## src/uart_serial_port_defines.vh

```
// Register offsets, field positions, reset values and timing counts of the serial port.
`ifndef UART_SERIAL_PORT_DEFINES_VH
`define UART_SERIAL_PORT_DEFINES_VH
`define OFF_DATA 12'h000
`define OFF_IRQ_EN 12'h004
`define OFF_IRQ_ID 12'h008
`define OFF_LINE_CTRL 12'h00C
`define OFF_LINE_STAT 12'h014
`define OFF_MOD_STAT 12'h07C
`define LC_DIV_ACCESS 7
`define LC_BREAK 6
`define LC_EVEN_PAR 4
`define LC_PAR_EN 3
`define LC_STOP2 2
`define IE_THRESH_MODE 7
`define IE_MODEM 3
`define IE_LINE 2
`define IE_TX_EMPTY 1
`define IE_RX_DATA 0
`define LS_READY 0
`define LS_OVERRUN 1
`define LS_PARITY 2
`define LS_FRAME 3
`define LS_HOLD_EMPTY 5
`define LS_IDLE 6
`define CODE_MODEM 4'h0
`define CODE_NONE 4'h1
`define CODE_TX_EMPTY 4'h2
`define CODE_RX_DATA 4'h4
`define CODE_LINE 4'h6
`define CODE_BUSY 4'h7
`define CODE_TIMEOUT 4'hC
`define FIFO_STAT_OFF 2'h0
`define FIFO_STAT_ON 2'h3
`define OVERSAMPLE 16
`define DIV_RESET 16'h0000
`define BAUD_MAX_BPS 1000000
`endif

```

## src/uart_baud_gen.v

```verilog
// Baud tick generator giving sixteen ticks per bit from a 16-bit divisor.
`timescale 1ns/10ps
`include "uart_serial_port_defines.vh"
module uart_baud_gen (
    // Clock and control.
    input wire clk,
    input wire rstn,
    input wire clkEn,
    // Divisor and tick.
    input wire [15:0] divisor,
    output reg tick16
);
    reg [15:0] count_q;

    // Counts the divisor down; a zero divisor stops the ticks.
    always @(posedge clk) begin
        if (!rstn) begin
            count_q <= 16'h0000;
            tick16 <= 1'b0;
        end else if (clkEn) begin
            tick16 <= 1'b0;
            if (divisor == 16'h0000) begin
                count_q <= 16'h0000;
            end else if (count_q <= 16'h0001) begin
                count_q <= divisor;
                tick16 <= 1'b1;
            end else begin
                count_q <= count_q - 16'h0001;
            end
        end
    end
endmodule

```

## src/uart_serial_port.v

```verilog
// Serial port with APB registers, framing, parity, flow control and interrupt identity.
`timescale 1ns/10ps
`include "uart_serial_port_defines.vh"
// Function
// - Full duplex serial with CTS/RTS flow
// - Parity generated and checked as ninth bit
// - Offset 0 read returns received character
// - Divisor bytes at 0/4, write when idle
// - Baud equals clock over sixteen times divisor
// - Enable register bit 7 stored but unused
// - Enable register bit 3 gates modem status
// - Enable register bit 2 gates line status
// - Enable register bit 1 gates transmit empty
// - Enable register bit 0 gates received data
// - Identity bits 7:6 always read 00, FIFO off
// - Identity bits 3:0 give top pending
// - Line control bit 7 selects divisor
module uart_serial_port (
    // Clock, reset and enable.
    input wire clk,
    input wire rstn,
    input wire clkEn,
    // APB slave.
    input wire psel,
    input wire penable,
    input wire pwrite,
    input wire [11:0] paddr,
    input wire [31:0] pwdata,
    output reg [31:0] prdata,
    output reg pready,
    output reg pslverr,
    // Serial pins.
    input wire rxd,
    input wire ctsN,
    output reg txd,
    output reg rtsN,
    // Interrupt identity level.
    output reg irqPending
);
    // =========================================================
    // Registers
    reg [7:0] lineCtrl_q;
    reg [7:0] irqEn_q;
    reg [15:0] div_q;
    reg [7:0] txHold_q;
    reg txFull_q;
    reg [7:0] rxBuf_q;
    reg dataReady_q;
    reg overrun_q;
    reg parityErr_q;
    reg frameErr_q;
    reg ctsChange_q;
    reg busyWrite_q;
    wire tick16;
    wire busy;

    // Two-flop synchronisers for the pins.
    reg rxS1_q;
    reg rxS2_q;
    reg ctsS1_q;
    reg ctsS2_q;
    reg ctsOld_q;
    always @(posedge clk) begin
        if (!rstn) begin
            rxS1_q <= 1'b1;
            rxS2_q <= 1'b1;
            ctsS1_q <= 1'b1;
            ctsS2_q <= 1'b1;
            ctsOld_q <= 1'b1;
        end else if (clkEn) begin
            rxS1_q <= rxd;
            rxS2_q <= rxS1_q;
            ctsS1_q <= ctsN;
            ctsS2_q <= ctsS1_q;
            ctsOld_q <= ctsS2_q;
        end
    end

    // Baud tick generator.
    uart_baud_gen baudGen (
        .clk(clk),
        .rstn(rstn),
        .clkEn(clkEn),
        .divisor(div_q),
        .tick16(tick16)
    );

    // Number of data bits after the start bit, parity included.
    function [3:0] frameBits;
        input pen;
        begin
            frameBits = pen ? 4'h9 : 4'h8;
        end
    endfunction

    // =========================================================
    // Transmitter
    reg [1:0] txState_q;
    reg [3:0] txTick_q;
    reg [3:0] txBit_q;
    reg [8:0] txShift_q;
    reg txStop_q;
    localparam TX_IDLE = 2'b00;
    localparam TX_START = 2'b01;
    localparam TX_DATA = 2'b10;
    localparam TX_STOP = 2'b11;
    wire txParity = lineCtrl_q[`LC_EVEN_PAR] ? ^txHold_q : ~^txHold_q;
    wire txTake;
    assign txTake = (txState_q == TX_IDLE) && txFull_q && !ctsS2_q && tick16;

    // Shifts start, data LSB first, parity and stop bits; waits for clear-to-send.
    always @(posedge clk) begin
        if (!rstn) begin
            txState_q <= TX_IDLE;
            txTick_q <= 4'h0;
            txBit_q <= 4'h0;
            txShift_q <= 9'h1FF;
            txStop_q <= 1'b0;
            txd <= 1'b1;
        end else if (clkEn) begin
            case (txState_q)
                TX_IDLE: begin
                    txd <= ~lineCtrl_q[`LC_BREAK];
                    if (txTake) begin
                        txShift_q <= {txParity, txHold_q};
                        txState_q <= TX_START;
                        txTick_q <= 4'h0;
                        txd <= 1'b0;
                    end
                end
                TX_START, TX_DATA: if (tick16) begin
                    txTick_q <= txTick_q + 4'h1;
                    if (txTick_q == 4'hF) begin
                        txd <= txShift_q[0] & ~lineCtrl_q[`LC_BREAK];
                        txShift_q <= {1'b1, txShift_q[8:1]};
                        if (txState_q == TX_START) begin
                            txState_q <= TX_DATA;
                            txBit_q <= frameBits(lineCtrl_q[`LC_PAR_EN]);
                        end else begin
                            txBit_q <= txBit_q - 4'h1;
                        end
                        if (txState_q == TX_DATA && txBit_q == 4'h1) begin
                            txState_q <= TX_STOP;
                            txStop_q <= lineCtrl_q[`LC_STOP2];
                            txd <= ~lineCtrl_q[`LC_BREAK];
                        end
                    end
                end
                TX_STOP: if (tick16) begin
                    txTick_q <= txTick_q + 4'h1;
                    if (txTick_q == 4'hF) begin
                        if (txStop_q) begin
                            txStop_q <= 1'b0;
                        end else begin
                            txState_q <= TX_IDLE;
                        end
                    end
                end
                default: txState_q <= TX_IDLE;
            endcase
        end
    end

    // =========================================================
    // Receiver
    reg [1:0] rxState_q;
    reg [3:0] rxTick_q;
    reg [3:0] rxBit_q;
    reg [8:0] rxShift_q;
    reg rxDone_q;
    reg rxPerr_q;
    reg rxFerr_q;
    localparam RX_IDLE = 2'b00;
    localparam RX_START = 2'b01;
    localparam RX_DATA = 2'b10;
    localparam RX_STOP = 2'b11;
    wire [8:0] rxWord = lineCtrl_q[`LC_PAR_EN] ? rxShift_q : {1'b0, rxShift_q[8:1]};
    wire rxParityOk = lineCtrl_q[`LC_EVEN_PAR] ? ~^rxWord : ^rxWord;

    // Samples mid-bit, checks parity and stop bit, produces a one-cycle done pulse.
    always @(posedge clk) begin
        if (!rstn) begin
            rxState_q <= RX_IDLE;
            rxTick_q <= 4'h0;
            rxBit_q <= 4'h0;
            rxShift_q <= 9'h000;
            rxDone_q <= 1'b0;
            rxPerr_q <= 1'b0;
            rxFerr_q <= 1'b0;
        end else if (clkEn) begin
            rxDone_q <= 1'b0;
            case (rxState_q)
                RX_IDLE: if (tick16 && !rxS2_q) begin
                    rxState_q <= RX_START;
                    rxTick_q <= 4'h1;
                end
                RX_START: if (tick16) begin
                    rxTick_q <= rxTick_q + 4'h1;
                    if (rxTick_q == 4'h7) begin
                        if (rxS2_q) begin
                            rxState_q <= RX_IDLE;
                        end else begin
                            rxState_q <= RX_DATA;
                            rxBit_q <= frameBits(lineCtrl_q[`LC_PAR_EN]);
                            rxTick_q <= 4'h0;
                        end
                    end
                end
                RX_DATA: if (tick16) begin
                    rxTick_q <= rxTick_q + 4'h1;
                    if (rxTick_q == 4'hF) begin
                        rxShift_q <= {rxS2_q, rxShift_q[8:1]};
                        rxBit_q <= rxBit_q - 4'h1;
                        if (rxBit_q == 4'h1) begin
                            rxState_q <= RX_STOP;
                        end
                    end
                end
                RX_STOP: if (tick16) begin
                    rxTick_q <= rxTick_q + 4'h1;
                    if (rxTick_q == 4'hF) begin
                        rxState_q <= RX_IDLE;
                        rxDone_q <= 1'b1;
                        rxPerr_q <= lineCtrl_q[`LC_PAR_EN] & ~rxParityOk;
                        rxFerr_q <= ~rxS2_q;
                    end
                end
                default: rxState_q <= RX_IDLE;
            endcase
        end
    end

    // =========================================================
    // APB register access
    wire setup = psel && !penable;
    wire access = psel && penable && pready;
    wire wrAcc = access && pwrite;
    wire rdAcc = access && !pwrite;
    wire divAccess = lineCtrl_q[`LC_DIV_ACCESS];
    wire mapped = (paddr == `OFF_DATA) || (paddr == `OFF_IRQ_EN) || (paddr == `OFF_IRQ_ID) ||
                  (paddr == `OFF_LINE_CTRL) || (paddr == `OFF_LINE_STAT) ||
                  (paddr == `OFF_MOD_STAT);
    assign busy = (txState_q != TX_IDLE) || (rxState_q != RX_IDLE) || txFull_q;
    wire lineIrq = irqEn_q[`IE_LINE] & (overrun_q | parityErr_q | frameErr_q);
    wire rxIrq = irqEn_q[`IE_RX_DATA] & dataReady_q;
    wire txIrq = irqEn_q[`IE_TX_EMPTY] & ~txFull_q;
    wire msIrq = irqEn_q[`IE_MODEM] & ctsChange_q;
    reg [3:0] pendCode;

    // Picks the highest-priority pending interrupt.
    always @* begin
        if (lineIrq) pendCode = `CODE_LINE;
        else if (rxIrq) pendCode = `CODE_RX_DATA;
        else if (txIrq) pendCode = `CODE_TX_EMPTY;
        else if (msIrq) pendCode = `CODE_MODEM;
        else if (busyWrite_q) pendCode = `CODE_BUSY;
        else pendCode = `CODE_NONE;
    end

    // One wait state: ready rises in the access phase, data latched in the setup phase.
    always @(posedge clk) begin
        if (!rstn) begin
            pready <= 1'b0;
            pslverr <= 1'b0;
            prdata <= 32'h00000000;
        end else if (clkEn) begin
            pready <= psel && penable && !pready;
            pslverr <= psel && penable && !pready && !mapped;
            if (setup && !pwrite) begin
                case (paddr)
                    `OFF_DATA: prdata <= {24'h000000, divAccess ? div_q[7:0] : rxBuf_q};
                    `OFF_IRQ_EN: prdata <= {24'h000000, divAccess ? div_q[15:8] : irqEn_q};
                    `OFF_IRQ_ID: prdata <= {24'h000000, `FIFO_STAT_OFF, 2'b00, pendCode};
                    `OFF_LINE_CTRL: prdata <= {24'h000000, lineCtrl_q};
                    `OFF_LINE_STAT: prdata <= {25'h0000000, ~busy, ~txFull_q, 1'b0,
                                         frameErr_q, parityErr_q, overrun_q, dataReady_q};
                    `OFF_MOD_STAT: prdata <= {31'h00000000, busy};
                    default: prdata <= 32'h00000000;
                endcase
            end
        end
    end

    // Register writes and status flags; hardware sets win over read clears.
    always @(posedge clk) begin
        if (!rstn) begin
            lineCtrl_q <= 8'h00;
            irqEn_q <= 8'h00;
            div_q <= `DIV_RESET;
            txHold_q <= 8'h00;
            txFull_q <= 1'b0;
            rxBuf_q <= 8'h00;
            dataReady_q <= 1'b0;
            overrun_q <= 1'b0;
            parityErr_q <= 1'b0;
            frameErr_q <= 1'b0;
            ctsChange_q <= 1'b0;
            busyWrite_q <= 1'b0;
            rtsN <= 1'b1;
            irqPending <= 1'b0;
        end else if (clkEn) begin
            rtsN <= dataReady_q;
            irqPending <= (pendCode != `CODE_NONE);
            if (txTake) txFull_q <= 1'b0;
            if (rdAcc && paddr == `OFF_DATA && !divAccess) dataReady_q <= 1'b0;
            if (rdAcc && paddr == `OFF_LINE_STAT) begin
                overrun_q <= 1'b0;
                parityErr_q <= 1'b0;
                frameErr_q <= 1'b0;
                ctsChange_q <= 1'b0;
            end
            if (rdAcc && paddr == `OFF_MOD_STAT) busyWrite_q <= 1'b0;
            if (ctsS2_q != ctsOld_q) ctsChange_q <= 1'b1;
            if (rxDone_q) begin
                rxBuf_q <= rxWord[7:0];
                dataReady_q <= 1'b1;
                if (dataReady_q) overrun_q <= 1'b1;
                if (rxPerr_q) parityErr_q <= 1'b1;
                if (rxFerr_q) frameErr_q <= 1'b1;
            end
            if (wrAcc) begin
                case (paddr)
                    `OFF_DATA: if (divAccess) begin
                        if (!busy) div_q[7:0] <= pwdata[7:0];
                        else busyWrite_q <= 1'b1;
                    end else if (!txFull_q) begin
                        txHold_q <= pwdata[7:0];
                        txFull_q <= 1'b1;
                    end
                    `OFF_IRQ_EN: if (divAccess) begin
                        if (!busy) div_q[15:8] <= pwdata[7:0];
                        else busyWrite_q <= 1'b1;
                    end else begin
                        irqEn_q <= {pwdata[7], 3'b000, pwdata[3:0]};
                    end
                    `OFF_LINE_CTRL: if (!busy) begin
                        lineCtrl_q <= {pwdata[7:6], 1'b0, pwdata[4:0]};
                    end else begin
                        lineCtrl_q[`LC_BREAK] <= pwdata[6];
                        busyWrite_q <= 1'b1;
                    end
                    default: ;
                endcase
            end
        end
    end
endmodule

```

## config.mk

```make
export PLATFORM = sky130hd
export DESIGN_NAME = uart_serial_port
export DESIGN_NICKNAME = d
export VERILOG_FILES = /design/src/uart_baud_gen.v /design/src/uart_serial_port.v
export VERILOG_INCLUDE_DIRS = /design/src /design/src/src
export SDC_FILE = /design/constraint.sdc
export NUM_CORES = 1
export LEC_CHECK = 0
export BUFFER_PORTS_ARGS = -buffer_cell sky130_fd_sc_hd__buf_2
export CAP_MARGIN = 40
export CORE_UTILIZATION = 40
export DETAILED_ROUTE_END_ITERATION = 6
export HOLD_SLACK_MARGIN = 0.12
export PLACE_DENSITY = 0.61
export SETUP_SLACK_MARGIN = 0.02
export SLEW_MARGIN = 20
export SYNTH_ARGS = -nofsm -noshare
export SYNTH_HDL_FRONTEND = slang
export SYNTH_SLANG_ARGS = --single-unit
```

## constraint.sdc

```tcl
create_clock -name clk -period 3.4 [get_ports clk]
set_input_delay 0.68 -clock clk [delete_from_list [all_inputs] [get_ports clk]]
set_output_delay 0.68 -clock clk [all_outputs]
set_load 0.03 [all_outputs]
```

Yosys cells after proc, flatten, opt, wreduce, memory -nomap -nowiden
Index checks and enable logic that the tools add are counted.

Output and inout bits: 37. Register bits: 152. Input bits: 52. Word-level logic and storage cells: 259.

Magnitude comparators: 1. Bitwise logic cells: 14. Mux-type cells: 92. Add/sub/neg operators: 5. Reduce and logical (&&, ||, !) cells: 71. Eq/ne operators: 37.

Operators by type and width (number): $mux W4 (13); $pmux W8 S6 (1); $mux W1 (39); $mux W9 (4); $mux W2 (17); $mux W16 (2); $reduce_and A4 Y1 (7); $eq A12 B4 Y1 const B (2); $ne A2 B2 Y1 const B (11); $reduce_and A5 Y1 (4); $pmux W9 S2 (1); $logic_and A1 B1 Y1 (17); $le A16 B1 Y1 const B (1); $logic_not A16 Y1 (1); $mux W8 (2); $pmux W4 S2 (2); $sub A16 B1 Y16 const B (1); $mux W3 (5); $ne A2 B1 Y1 const B (7); $reduce_and A7 Y1 (2); $reduce_bool A2 Y1 (7); $eq A12 B3 Y1 const B (1); $eq A12 B5 Y1 const B (1); $eq A12 B7 Y1 const B (1); other kinds (31) (71).

Depth between registers and ports, before layout
Gate-level depths: netlist of the first run.

Depth in word-level cells: 9. Gate-level depth with buffers: 9. Gate-level depth less buffers: 7.

Hierarchy
A second synthesis of the first run with hierarchy kept.

Cell total of the unflattened synthesis: 783. Area total of the unflattened synthesis: 6894.1 µm².

By module, submodules not included: uart_serial_port (area an instance 5714.2 µm², seq. area each 2222.1 µm², instances 1, cells an instance 650); uart_baud_gen (area an instance 1179.9 µm², seq. area each 340.3 µm², instances 1, cells an instance 133).

Least setup slack after synthesis of the first run
Ideal clock, no wire load.

Path type: input-to-reg. Start point: input port paddr[9]. End point: register lineCtrl_q[3]. Arrival time: 2.261 ns. Required time: 3.283 ns. Setup time: 0.117 ns. Buffers on the path: 1. Cell stages on the path: 6. Slack: 1.022 ns. Path through: nor4_1 -> nand3_1 -> buf_2 -> nor4_4 -> mux2i_1 -> nor2b_1.

Longest elaborated chain between the ends: 2.

Ends and longest elaborated chain: start, declared (line uart_serial_port.v:27) `input wire [11:0] paddr,`; $eq A12 B4 Y1 (line uart_serial_port.v:322) `case (paddr)`; $reduce_and A4 Y1 (no source line); end signal, assigned (line uart_serial_port.v:337) `lineCtrl_q <= {pwdata[7:6], 1'b0, pwdata[4:0]};`; end signal, assigned by index (line uart_serial_port.v:339) `` lineCtrl_q[`LC_BREAK] <= pwdata[6]; ``; end, declared (line uart_serial_port.v:42) `reg [7:0] lineCtrl_q;`.

Every way passes these cells. A chain may end at the register's enable or synchronous reset.

Final worst setup path of the first run
Start point: register txState_q[1]. End point: register div_q[12].

Longest elaborated chain between the ends: 5.

Ends and longest elaborated chain: start, declared (line uart_serial_port.v:98) `reg [1:0] txState_q;`; start signal, assigned (line uart_serial_port.v:114) `txState_q <= TX_IDLE;`; start signal, assigned (line uart_serial_port.v:126) `txState_q <= TX_START;`; start signal, assigned (line uart_serial_port.v:137) `txState_q <= TX_DATA;`; $reduce_bool A2 Y1 (line uart_serial_port.v:243) `assign busy = (txState_q != TX_IDLE) || (rxState_q != RX_IDLE) || txFull_q;`; $logic_or A1 B1 Y1 (2 in series) (line uart_serial_port.v:243); $not A1 Y1 (no source line); $reduce_and A5 Y1 (no source line); end signal, assigned (line uart_serial_port.v:289) `` div_q <= `DIV_RESET; ``; end signal, assigned (line uart_serial_port.v:331) `if (!busy) div_q[15:8] <= pwdata[7:0];`; end, declared (line uart_serial_port.v:44) `reg [15:0] div_q;`.

Every way passes these cells.

==> impl_metrics.ini, run 1 <==
[placed_design]
gp_congestion = 0.871
dp_slack_ns = 0.743
placedCellCount = 996
port_buffers = 40
place_hpwl_um = 12100

[logic_synthesis]
async_flop_share_pct = 0
ys_warn_count = 0
ys_types = 70
synth_edf_count = 0
synthFlopType = dfxtp_1
syn_avg_cell_area_um2 = 8.99
synthCells = 768
synth-seq-cells = 128
synthesis.area_um2 = 6900
ys_seq_area_share_pct = 37.1

[sta]
tns_ns = 0
drv_slew = 0
finalHoldViolations = 0
timing.final.ws_setup_ns = 0.756
slew_headroom_pct = 51.0
min_period_over_period_pct = 77.8
tightest_slew_ns = 0.733
fmax_mhz = 378
setup_viol = 0
timing.final.crit_period_ns = 2.64
final.setup_skew_ns = 0.0104
rsz0062_at_grt = no

[worst_setup_path]
worst-setup-path-type = flip-flop to flip-flop
critPathRequiredTime_ns = 3.72
arrival_ns = 2.97
critPathMaxFanout = 8
start_kind = flip-flop
end_kind = flip-flop

[grt]
grt_pass1_vias = 5172
grt_pass1_wl_um = 27800
antenna_found_initial = 0
grt.overflow.total = 0
groute.usage.overall_pct = 20.1
grt_max_degree = 51

[floorplanning]
row_count = 47
core_area_um2 = 16700
initial_core_util_pct = 41.3
dieArea_um2 = 17800
ios = 89
die_h_um = 133
die_w_um = 133

[power]
peakVddDrop_mv = 0.379
power_leakage_nw = 3.04
powerDensity_nw_per_um2 = 477

[clock_network]
cts_root_buffer = clkbuf_16
htree_levels = 4
clock_sinks = 128
cts.repair.resized = 0
post-cts-setup-buffer-count = 0
cts_hold_buffers = 0
cts_tree = yes
cts_buffers = 17
cts_max_path_buffers = 2
path_clk_slew_ns = 0.06
clk_latency_ns = 0.43

[finish]
diodes = 0
fin_cells = 1028
area_delta_synth_final_pct = 13.6
drive_gt1_share_pct = 13.1
nets = 860

[routing]
post_drt_wl_per_cell_um = 16.6
drt_iter0_drc = 443
via_per_inst = 5.48
drc = 0
dr.pass1.iters = 6
num_vias = 5630
postRouteAntennaNets = 0
finalWirelength_um = 17100

[status]
status = completed

[min_path]
hold_class = flip-flop to flip-flop

[flow_run]
max-cap-violations = 0
critical path: stages, from the launching register on:
cell and delay [ns]:
dfxtp_1 0.32, inv_1 0.12, ha_1 0.27, nor4b_1 0.59, nand4_1 0.35, nor3_4 0.56, mux2i_1 0.26, nor2b_1 0.06
per-stage QoR:
| step | instance area, um2 | hold slack (ns) | total power, mW | util (%) |
|---|---|---|---|---|
| 2_1_floorplan | 6990 | 0.438 | 1.78 | - |
| 3_3_place_gp | 7210 | 0.459 | 1.83 | 43.2 |
| 3_5_place_dp | 7210 | 0.465 | 1.83 | 43.2 |
| 4_1_cts | 7840 | 0.460 | 3.78 | 46.9 |
| 5_1_grt | 7840 | 0.477 | 3.88 | 46.9 |
| 6_report | 7840 | 0.471 | 3.74 | 46.9 |
cell families (layout without fill, tap and decap cells):
kind of cell / Yosys count / after routing / synth area share (%)
AO/OA/AOI/OAI: 170 / 170 / 16.6
XOR/XNOR: 18 / 18 / 2.68
AND/OR/NAND/NOR: 267 / 267 / 22.1
other: 1 / 24 / 0.0543
flip-flops: 128 / 128 / 37.1
adder cells (fa/ha/maj): 13 / 13 / 2.36
multiplexers: 85 / 85 / 13.1
buffers and inverters: 86 / 103 / 6.05
placed cells by master, fill, tap and decap left out, types with 5 or more instances in the layout:
cell type / instances
a21boi_0: 13
a21oi_1: 24
a221oi_1: 5
a22oi_1: 7
a31oi_1: 9
and2_1: 9
buf_2: 39
buf_4: 13
clkbuf_16: 17
conb_1: 24
dfxtp_1: 128
ha_1: 13
inv_1: 18
mux2i_1: 80
nand2_1: 60
nand2b_1: 5
nand3_1: 21
nand4_1: 6
nor2_1: 30
nor2b_1: 60
nor3_1: 21
nor4_1: 11
o211a_1: 9
o211ai_1: 10
o21a_1: 8
o21ai_0: 48
o31ai_1: 5
or3_1: 8
xnor2_1: 9
xor2_1: 7
final timing paths:
| check | endpoint | cells after the start | slack (ns) | start |
|---|---|---|---|---|
| worst max-delay path | div_q[12] | 7 | 0.76 | txState_q[1] |
| worst min-delay path | txStop_q | 2 | 0.47 | txStop_q |
| worst max register to register | div_q[12] | 7 | 0.76 | txState_q[1] |
| worst min register to register | txStop_q | 2 | 0.47 | txStop_q |
per-layer routing:
metal  global-route usage [%]  vias up  part of all wire [%]
li1                         -     2792                     -
met4                     6.50        0                   1.5
met2                     30.7      161                    45
met3                     4.49       21                   5.2
met5                        0        -                     0
met1                     27.9     2656                    48
flip-flops by register name, summed over array words and instances (netlist names), 2 cells and up, named ones only:
signal	count
prdata	8
txBit_q	4
txTick_q	4
txHold_q	8
txShift_q	9
div_q	16
lineCtrl_q	7
irqEn_q	5
txState_q	2
rxShift_q	9
rxBuf_q	8
rxBit_q	4
rxTick_q	4
baudGen.count_q	16
Yosys cell counts (9+ instances only):
library cell  number  area (um2)
dfxtp_1          128        2560
mux2i_1           80         801
nand2_1           60         225
nor2b_1           60         375
o21ai_0           48         240
clkbuf_1          35         131
nor2_1            30         113
a21oi_1           24         120
buf_4             24         180
nand3_1           21         105
nor3_1            21         105
inv_1             18        67.6
a21boi_0          13        97.6
ha_1              13         163
nor4_1            11        68.8
o211ai_1          10        75.1
a31oi_1            9        56.3
and2_1             9        56.3
o211a_1            9        90.1
xnor2_1            9        78.8
layout make-up:
cell class,instances,area (um2)
clock buffers,19,443
fillers,1637,8860
flip-flops and latches,128,2560
inverters,19,71.3
multi-input cells,577,4010
repair buffers,52,293
clock inverters,13,186
well taps,220,275
power breakdown:
part,leakage (nW),switching [mW],internal [mW]
Combinational,1.71,0.183,0.0892
Clock,0.296,0.697,1.25
Sequential,1.03,0.0125,1.51
Total,3.04,0.892,2.85
Power figures use the tool's default switching activity.
==> run 2: changes to the inputs <==
Clock period 3.4 ns to 2.49 ns, I/O delays scaled along.
==> run 2 against run 1 <==
First-iteration DRC count shrank 28%. Via count grew 1.5%. Global-route usage grew 0.070 points. Cell area grew 2.3%. Count of clock-buffer cells in the layout grew 3. Final cell count grew 1.9%. Highest routed layer unchanged.
==> impl_metrics.ini, run 2 (synthesis gave the netlist of run 1 again) <==
[status]
status = completed

[worst_setup_path]
critPathMaxFanout = 7
slowest_delay_ns = 0.60
crit_chain = or4_4 > or4_4 > nor3_4 > o21ai_1 > a221oi_1
slowest_stage = or4_4
critPathRequiredTime_ns = 2.81
critPathMostFrequentCell = or4_4
end_kind = flip-flop
start_kind = flip-flop
arrival_ns = 2.60
worst-setup-path-type = flip-flop to flip-flop

[clock_network]
cts.repair.resized = 0
clock_sinks = 128
htree_levels = 4
cts_buffers = 17
cts_max_path_buffers = 2
cts_hold_buffers = 0
cts_tree = yes
clk_latency_ns = 0.42
cts_root_buffer = clkbuf_16
path_clk_slew_ns = 0.06
post-cts-setup-buffer-count = 0

[placed_design]
gp_congestion = 0.833
placed_cell_area_um2 = 7410
port_buffers = 40
placedCellCount = 1016
dp_slack_ns = 0.255
place_hpwl_um = 12500

[finish]
fill_cells = 1626
nets = 880
fin_util_pct = 48.0
layout_common_cells = dfxtp_1 (128), mux2i_1 (80), nand2_1 (60), nor2b_1 (60), o21ai_0 (48)
drive_gt1_share_pct = 14.9
fin_area_um2 = 8020
area_delta_synth_final_pct = 16.2
top_regs = baudGen.count_q x16, div_q x16
fin_cells = 1048
final_common_cell = dfxtp_1
diodes = 0

[sta]
tightest_slew_ns = 0.628
drv_slew = 0
tns_ns = 0
timing.hold.ws_ns = 0.299
min_period_over_period_pct = 91.3
finalHoldViolations = 0
rsz0062_at_grt = no
final.setup_skew_ns = 0.00933
setup_viol = 0
timing.final.ws_setup_ns = 0.218
timing.final.crit_period_ns = 2.27
slew_headroom_pct = 58.0
fmax_mhz = 440

[power]
p_int_mw = 3.90
power_leakage_nw = 3.15
pwr-share-comb_pct = 7.7
p_clk_share_pct = 51.4
power_mw = 5.09
powerDensity_nw_per_um2 = 634
p_seq_share_pct = 40.9
p_switching_mw = 1.19
peakVddDrop_mv = 0.470
p_sw_share_pct = 23.4

[floorplanning]
row_count = 47
ios = 89
dieArea_um2 = 17800
core_area_um2 = 16700
die_w_um = 133
initial_core_util_pct = 41.3
die_h_um = 133

[grt]
grt_pass1_vias = 5282
grt_max_degree = 63
groute.usage.overall_pct = 20.2
antenna_found_initial = 0
grt_pass1_wl_um = 27800
grt.overflow.total = 0

[flow_run]
max-cap-violations = 0

[routing]
post_drt_wl_per_cell_um = 16.7
postRouteAntennaNets = 0
via_per_inst = 5.45
dr.pass1.iters = 5
drt_iter0_drc = 317
num_vias = 5715
drc = 0
finalWirelength_um = 17500

[min_path]
hold_class = primary input to flip-flop
run 2: changes by cell type in the layout (fill, tap and decap cells not counted):
| cell | delta |
|---|---|
| clkinv_2 | +1 |
| clkinv_4 | -2 |
| clkbuf_1 | +3 |
| clkinvlp_4 | -2 |
| buf_12 | +4 |
| buf_4 | +16 |
run 2: final cells by class:
type / instances / area (um2) / share of cell area, %
Tap cell: 220 / 275 / 3.43
Timing Repair Buffer: 72 / 493 / 6.14
Sequential cell: 128 / 2560 / 31.9
Multi-Input combinational cell: 577 / 4010 / 50.0
Inverter: 19 / 71.3 / 0.889
Clock buffer: 22 / 454 / 5.66
Clock inverter: 10 / 159 / 1.98
run 2: power groups by stage:
| stage | combinational, mW | clock [mW] | sequential (mW) |
|---|---|---|---|
| 2_1_floorplan | 0.292 | 0 | 2.13 |
| 3_3_place_gp | 0.385 | 0 | 2.13 |
| 3_5_place_dp | 0.386 | 0 | 2.13 |
| 4_1_cts | 0.388 | 2.67 | 2.08 |
| 5_1_grt | 0.423 | 2.77 | 2.08 |
| 6_report | 0.391 | 2.62 | 2.08 |
run 2: per-layer routing:
| metal | global-route usage, % | part of all wire (%) | routed length, um |
|---|---|---|---|
| met1 | 27.5 | 50 | 8660 |
| met3 | 4.72 | 4.3 | 747 |
| met4 | 5.74 | 1.1 | 187 |
| met5 | 0 | 0 | 0 |
| met2 | 31.7 | 45 | 7870 |
run 2: path summary, 6_finish.rpt:
path,from,to,slack [ns],cells after the start
max,baudGen.count_q[5],baudGen.count_q[5],0.22,5
min reg2reg,txStop_q,txStop_q,0.47,2
min,ctsN,ctsS1_q,0.30,3
max reg2reg,baudGen.count_q[5],baudGen.count_q[5],0.22,5
run 2: critical path, delay by kind of cell (launching register included):
family          cells  cell delay (ns)
simple gates        3             1.42
compound gates      2             0.38
flops               1             0.37
==> run 3: changes to the inputs <==
Settings changed: PLACE_DENSITY 0.61 to 0.63.
Clock period 2.49 ns to 2.04 ns, I/O delays scaled along.
==> run 3 against run 2 <==
The flow now finishes with violations (negative setup slack). Sequential share of layout area shrank 1.7 points. Hold slack worse by 0.090 ns. Count of clock-buffer cells in the layout fell by 3. Clock power up 19%. Routed wire length rose by 2.6%. Critical path type unchanged. Largest power group unchanged. Highest routed layer unchanged.
==> impl_metrics.ini, run 3 (synthesis gave the netlist of run 1 again) <==
[worst_setup_path]
critPathMaxFanout = 5
critPathRequiredTime_ns = 2.36
critical_path.top_delay_family = simple AND/OR/NAND/NOR gates
slowest_stage = or4_4
slowest_delay_ns = 0.57
end_kind = flip-flop
crit_buf_inv = 1
start_kind = flip-flop
crit_chain = or4_4 > buf_6 > or3_4 > o31a_1 > a32oi_1 > o31ai_1
worst-setup-path-type = flip-flop to flip-flop
arrival_ns = 2.39

[finish]
drive_gt1_share_pct = 21.8
fin_cells = 1096
area_delta_synth_final_pct = 23.0
fin_util_pct = 50.8
top_regs = baudGen.count_q x16, div_q x16
nets = 928
diodes = 0
final_common_cell = dfxtp_1
layout_common_cells = dfxtp_1 (126), mux2i_1 (80), buf_4 (75)

[clock_network]
clk_latency_ns = 0.43
cts_tree = yes
clock_sinks = 128
htree_levels = 4
cts_root_buffer = clkbuf_16
cts_buffers = 17
cts_max_path_buffers = 2
path_clk_slew_ns = 0.06

[flow_run]
max-cap-violations = 0

[min_path]
hold_class = primary input to flip-flop

[sta]
drv_slew = 0
timing.final.crit_period_ns = 2.07
rsz0062_at_grt = yes
min_period_over_period_pct = 102
setup_viol = 1
tightest_slew_ns = 0.646
final.setup_skew_ns = 0.0113
timing.hold.ws_ns = 0.209
tns_ns = -0.0314
slew_headroom_pct = 56.4
fmax_mhz = 483
finalHoldViolations = 0
timing.final.ws_setup_ns = -0.0314

[status]
status = complete, but fails checks
violations = negative setup slack

[floorplanning]
die_h_um = 133
dieArea_um2 = 17800
die_w_um = 133
ios = 89
row_count = 47
initial_core_util_pct = 41.3
core_area_um2 = 16700

[placed_design]
dp_slack_ns = -0.0747
port_buffers = 40
place_hpwl_um = 13200
gp_congestion = 0.885
placedCellCount = 1058

[power]
p_switching_mw = 1.51
p_sw_share_pct = 24.3
peakVddDrop_mv = 0.586
powerDensity_nw_per_um2 = 732
p_clk_share_pct = 50.0
p_int_mw = 4.70
pwr-share-comb_pct = 9.1
power_leakage_nw = 3.41
p_seq_share_pct = 40.9

[routing]
drc = 0
finalWirelength_um = 17900
dr.pass1.iters = 5
via_per_inst = 5.41
num_vias = 5926
postRouteAntennaNets = 0
post_drt_wl_per_cell_um = 16.3
drt_iter0_drc = 389

[grt]
grt_max_degree = 62
groute.usage.overall_pct = 20.9
grt.overflow.total = 0
antenna_found_initial = 0
grt_pass1_vias = 5519
grt_pass1_wl_um = 28800
[run 3: cell types whose count changed in the layout (fill, tap and decap cells not counted), sizes merged]
| cell | previous run | this run |
|---|---|---|
| bufinv | 4 | 3 |
| clkinv | 4 | 7 |
| buf | 72 | 120 |
| clkinvlp | 2 | 3 |
| clkbuf | 22 | 19 |
[run 3: worst reg2reg max path, stage by stage, from the launching register on]
cell and delay [ns]:
dfxtp_2 0.32, or4_4 0.57, buf_6 0.15, or3_4 0.39, o31a_1 0.25, a32oi_1 0.20, o31ai_1 0.09
[run 3: final timing paths]
path	start	to	slack [ns]	cells past startpoint
worst max-delay path	baudGen.count_q[8]	baudGen.count_q[12]	-0.03	6
worst min-delay path	rxd	rxS1_q	0.21	3
worst max register to register	baudGen.count_q[8]	baudGen.count_q[12]	-0.03	6
worst min register to register	txStop_q	txStop_q	0.46	2
[run 3: cell type report]
class	instances	area, um2
sequential	128	2560
fill	1597	8210
clock buffer	19	443
clock inverter	13	163
multi-input combinational	577	4110
timing repair buffer	120	861
inverter	19	71.3
tap	220	275
[run 3: through the flow]
step | area (um2) | power (mW)
floorplan | 7040 | 2.96
global placement | 7770 | 3.12
detailed placement | 7770 | 3.13
CTS | 8420 | 6.24
global route | 8490 | 6.44
finish | 8490 | 6.21
[run 3: repair_timing]
action / in CTS / in global routing
hold buffers: 0 / 0
buffers inserted: 2 / 4
pin swaps: 7 / 7
endpoints found under the setup margin: 6 / 40
resized for setup: 7 / 15
[run 3: power by group through the flow]
stage / sequential (mW) / clock, mW / combinational, mW
floorplan: 2.60 / 0 / 0.360
global placement: 2.59 / 0 / 0.530
detailed placement: 2.59 / 0 / 0.534
CTS: 2.54 / 3.16 / 0.549
global route: 2.54 / 3.29 / 0.611
finish: 2.54 / 3.11 / 0.567
[run 3: per-layer routing]
metal | up-vias | part of all wire, % | GRT usage, %
met3 | 30 | 4.3 | 4.68
met1 | 2814 | 47 | 28.0
met4 | 0 | 2.1 | 7.26
li1 | 2929 | - | -
met2 | 153 | 47 | 32.9
met5 | - | 0 | 0
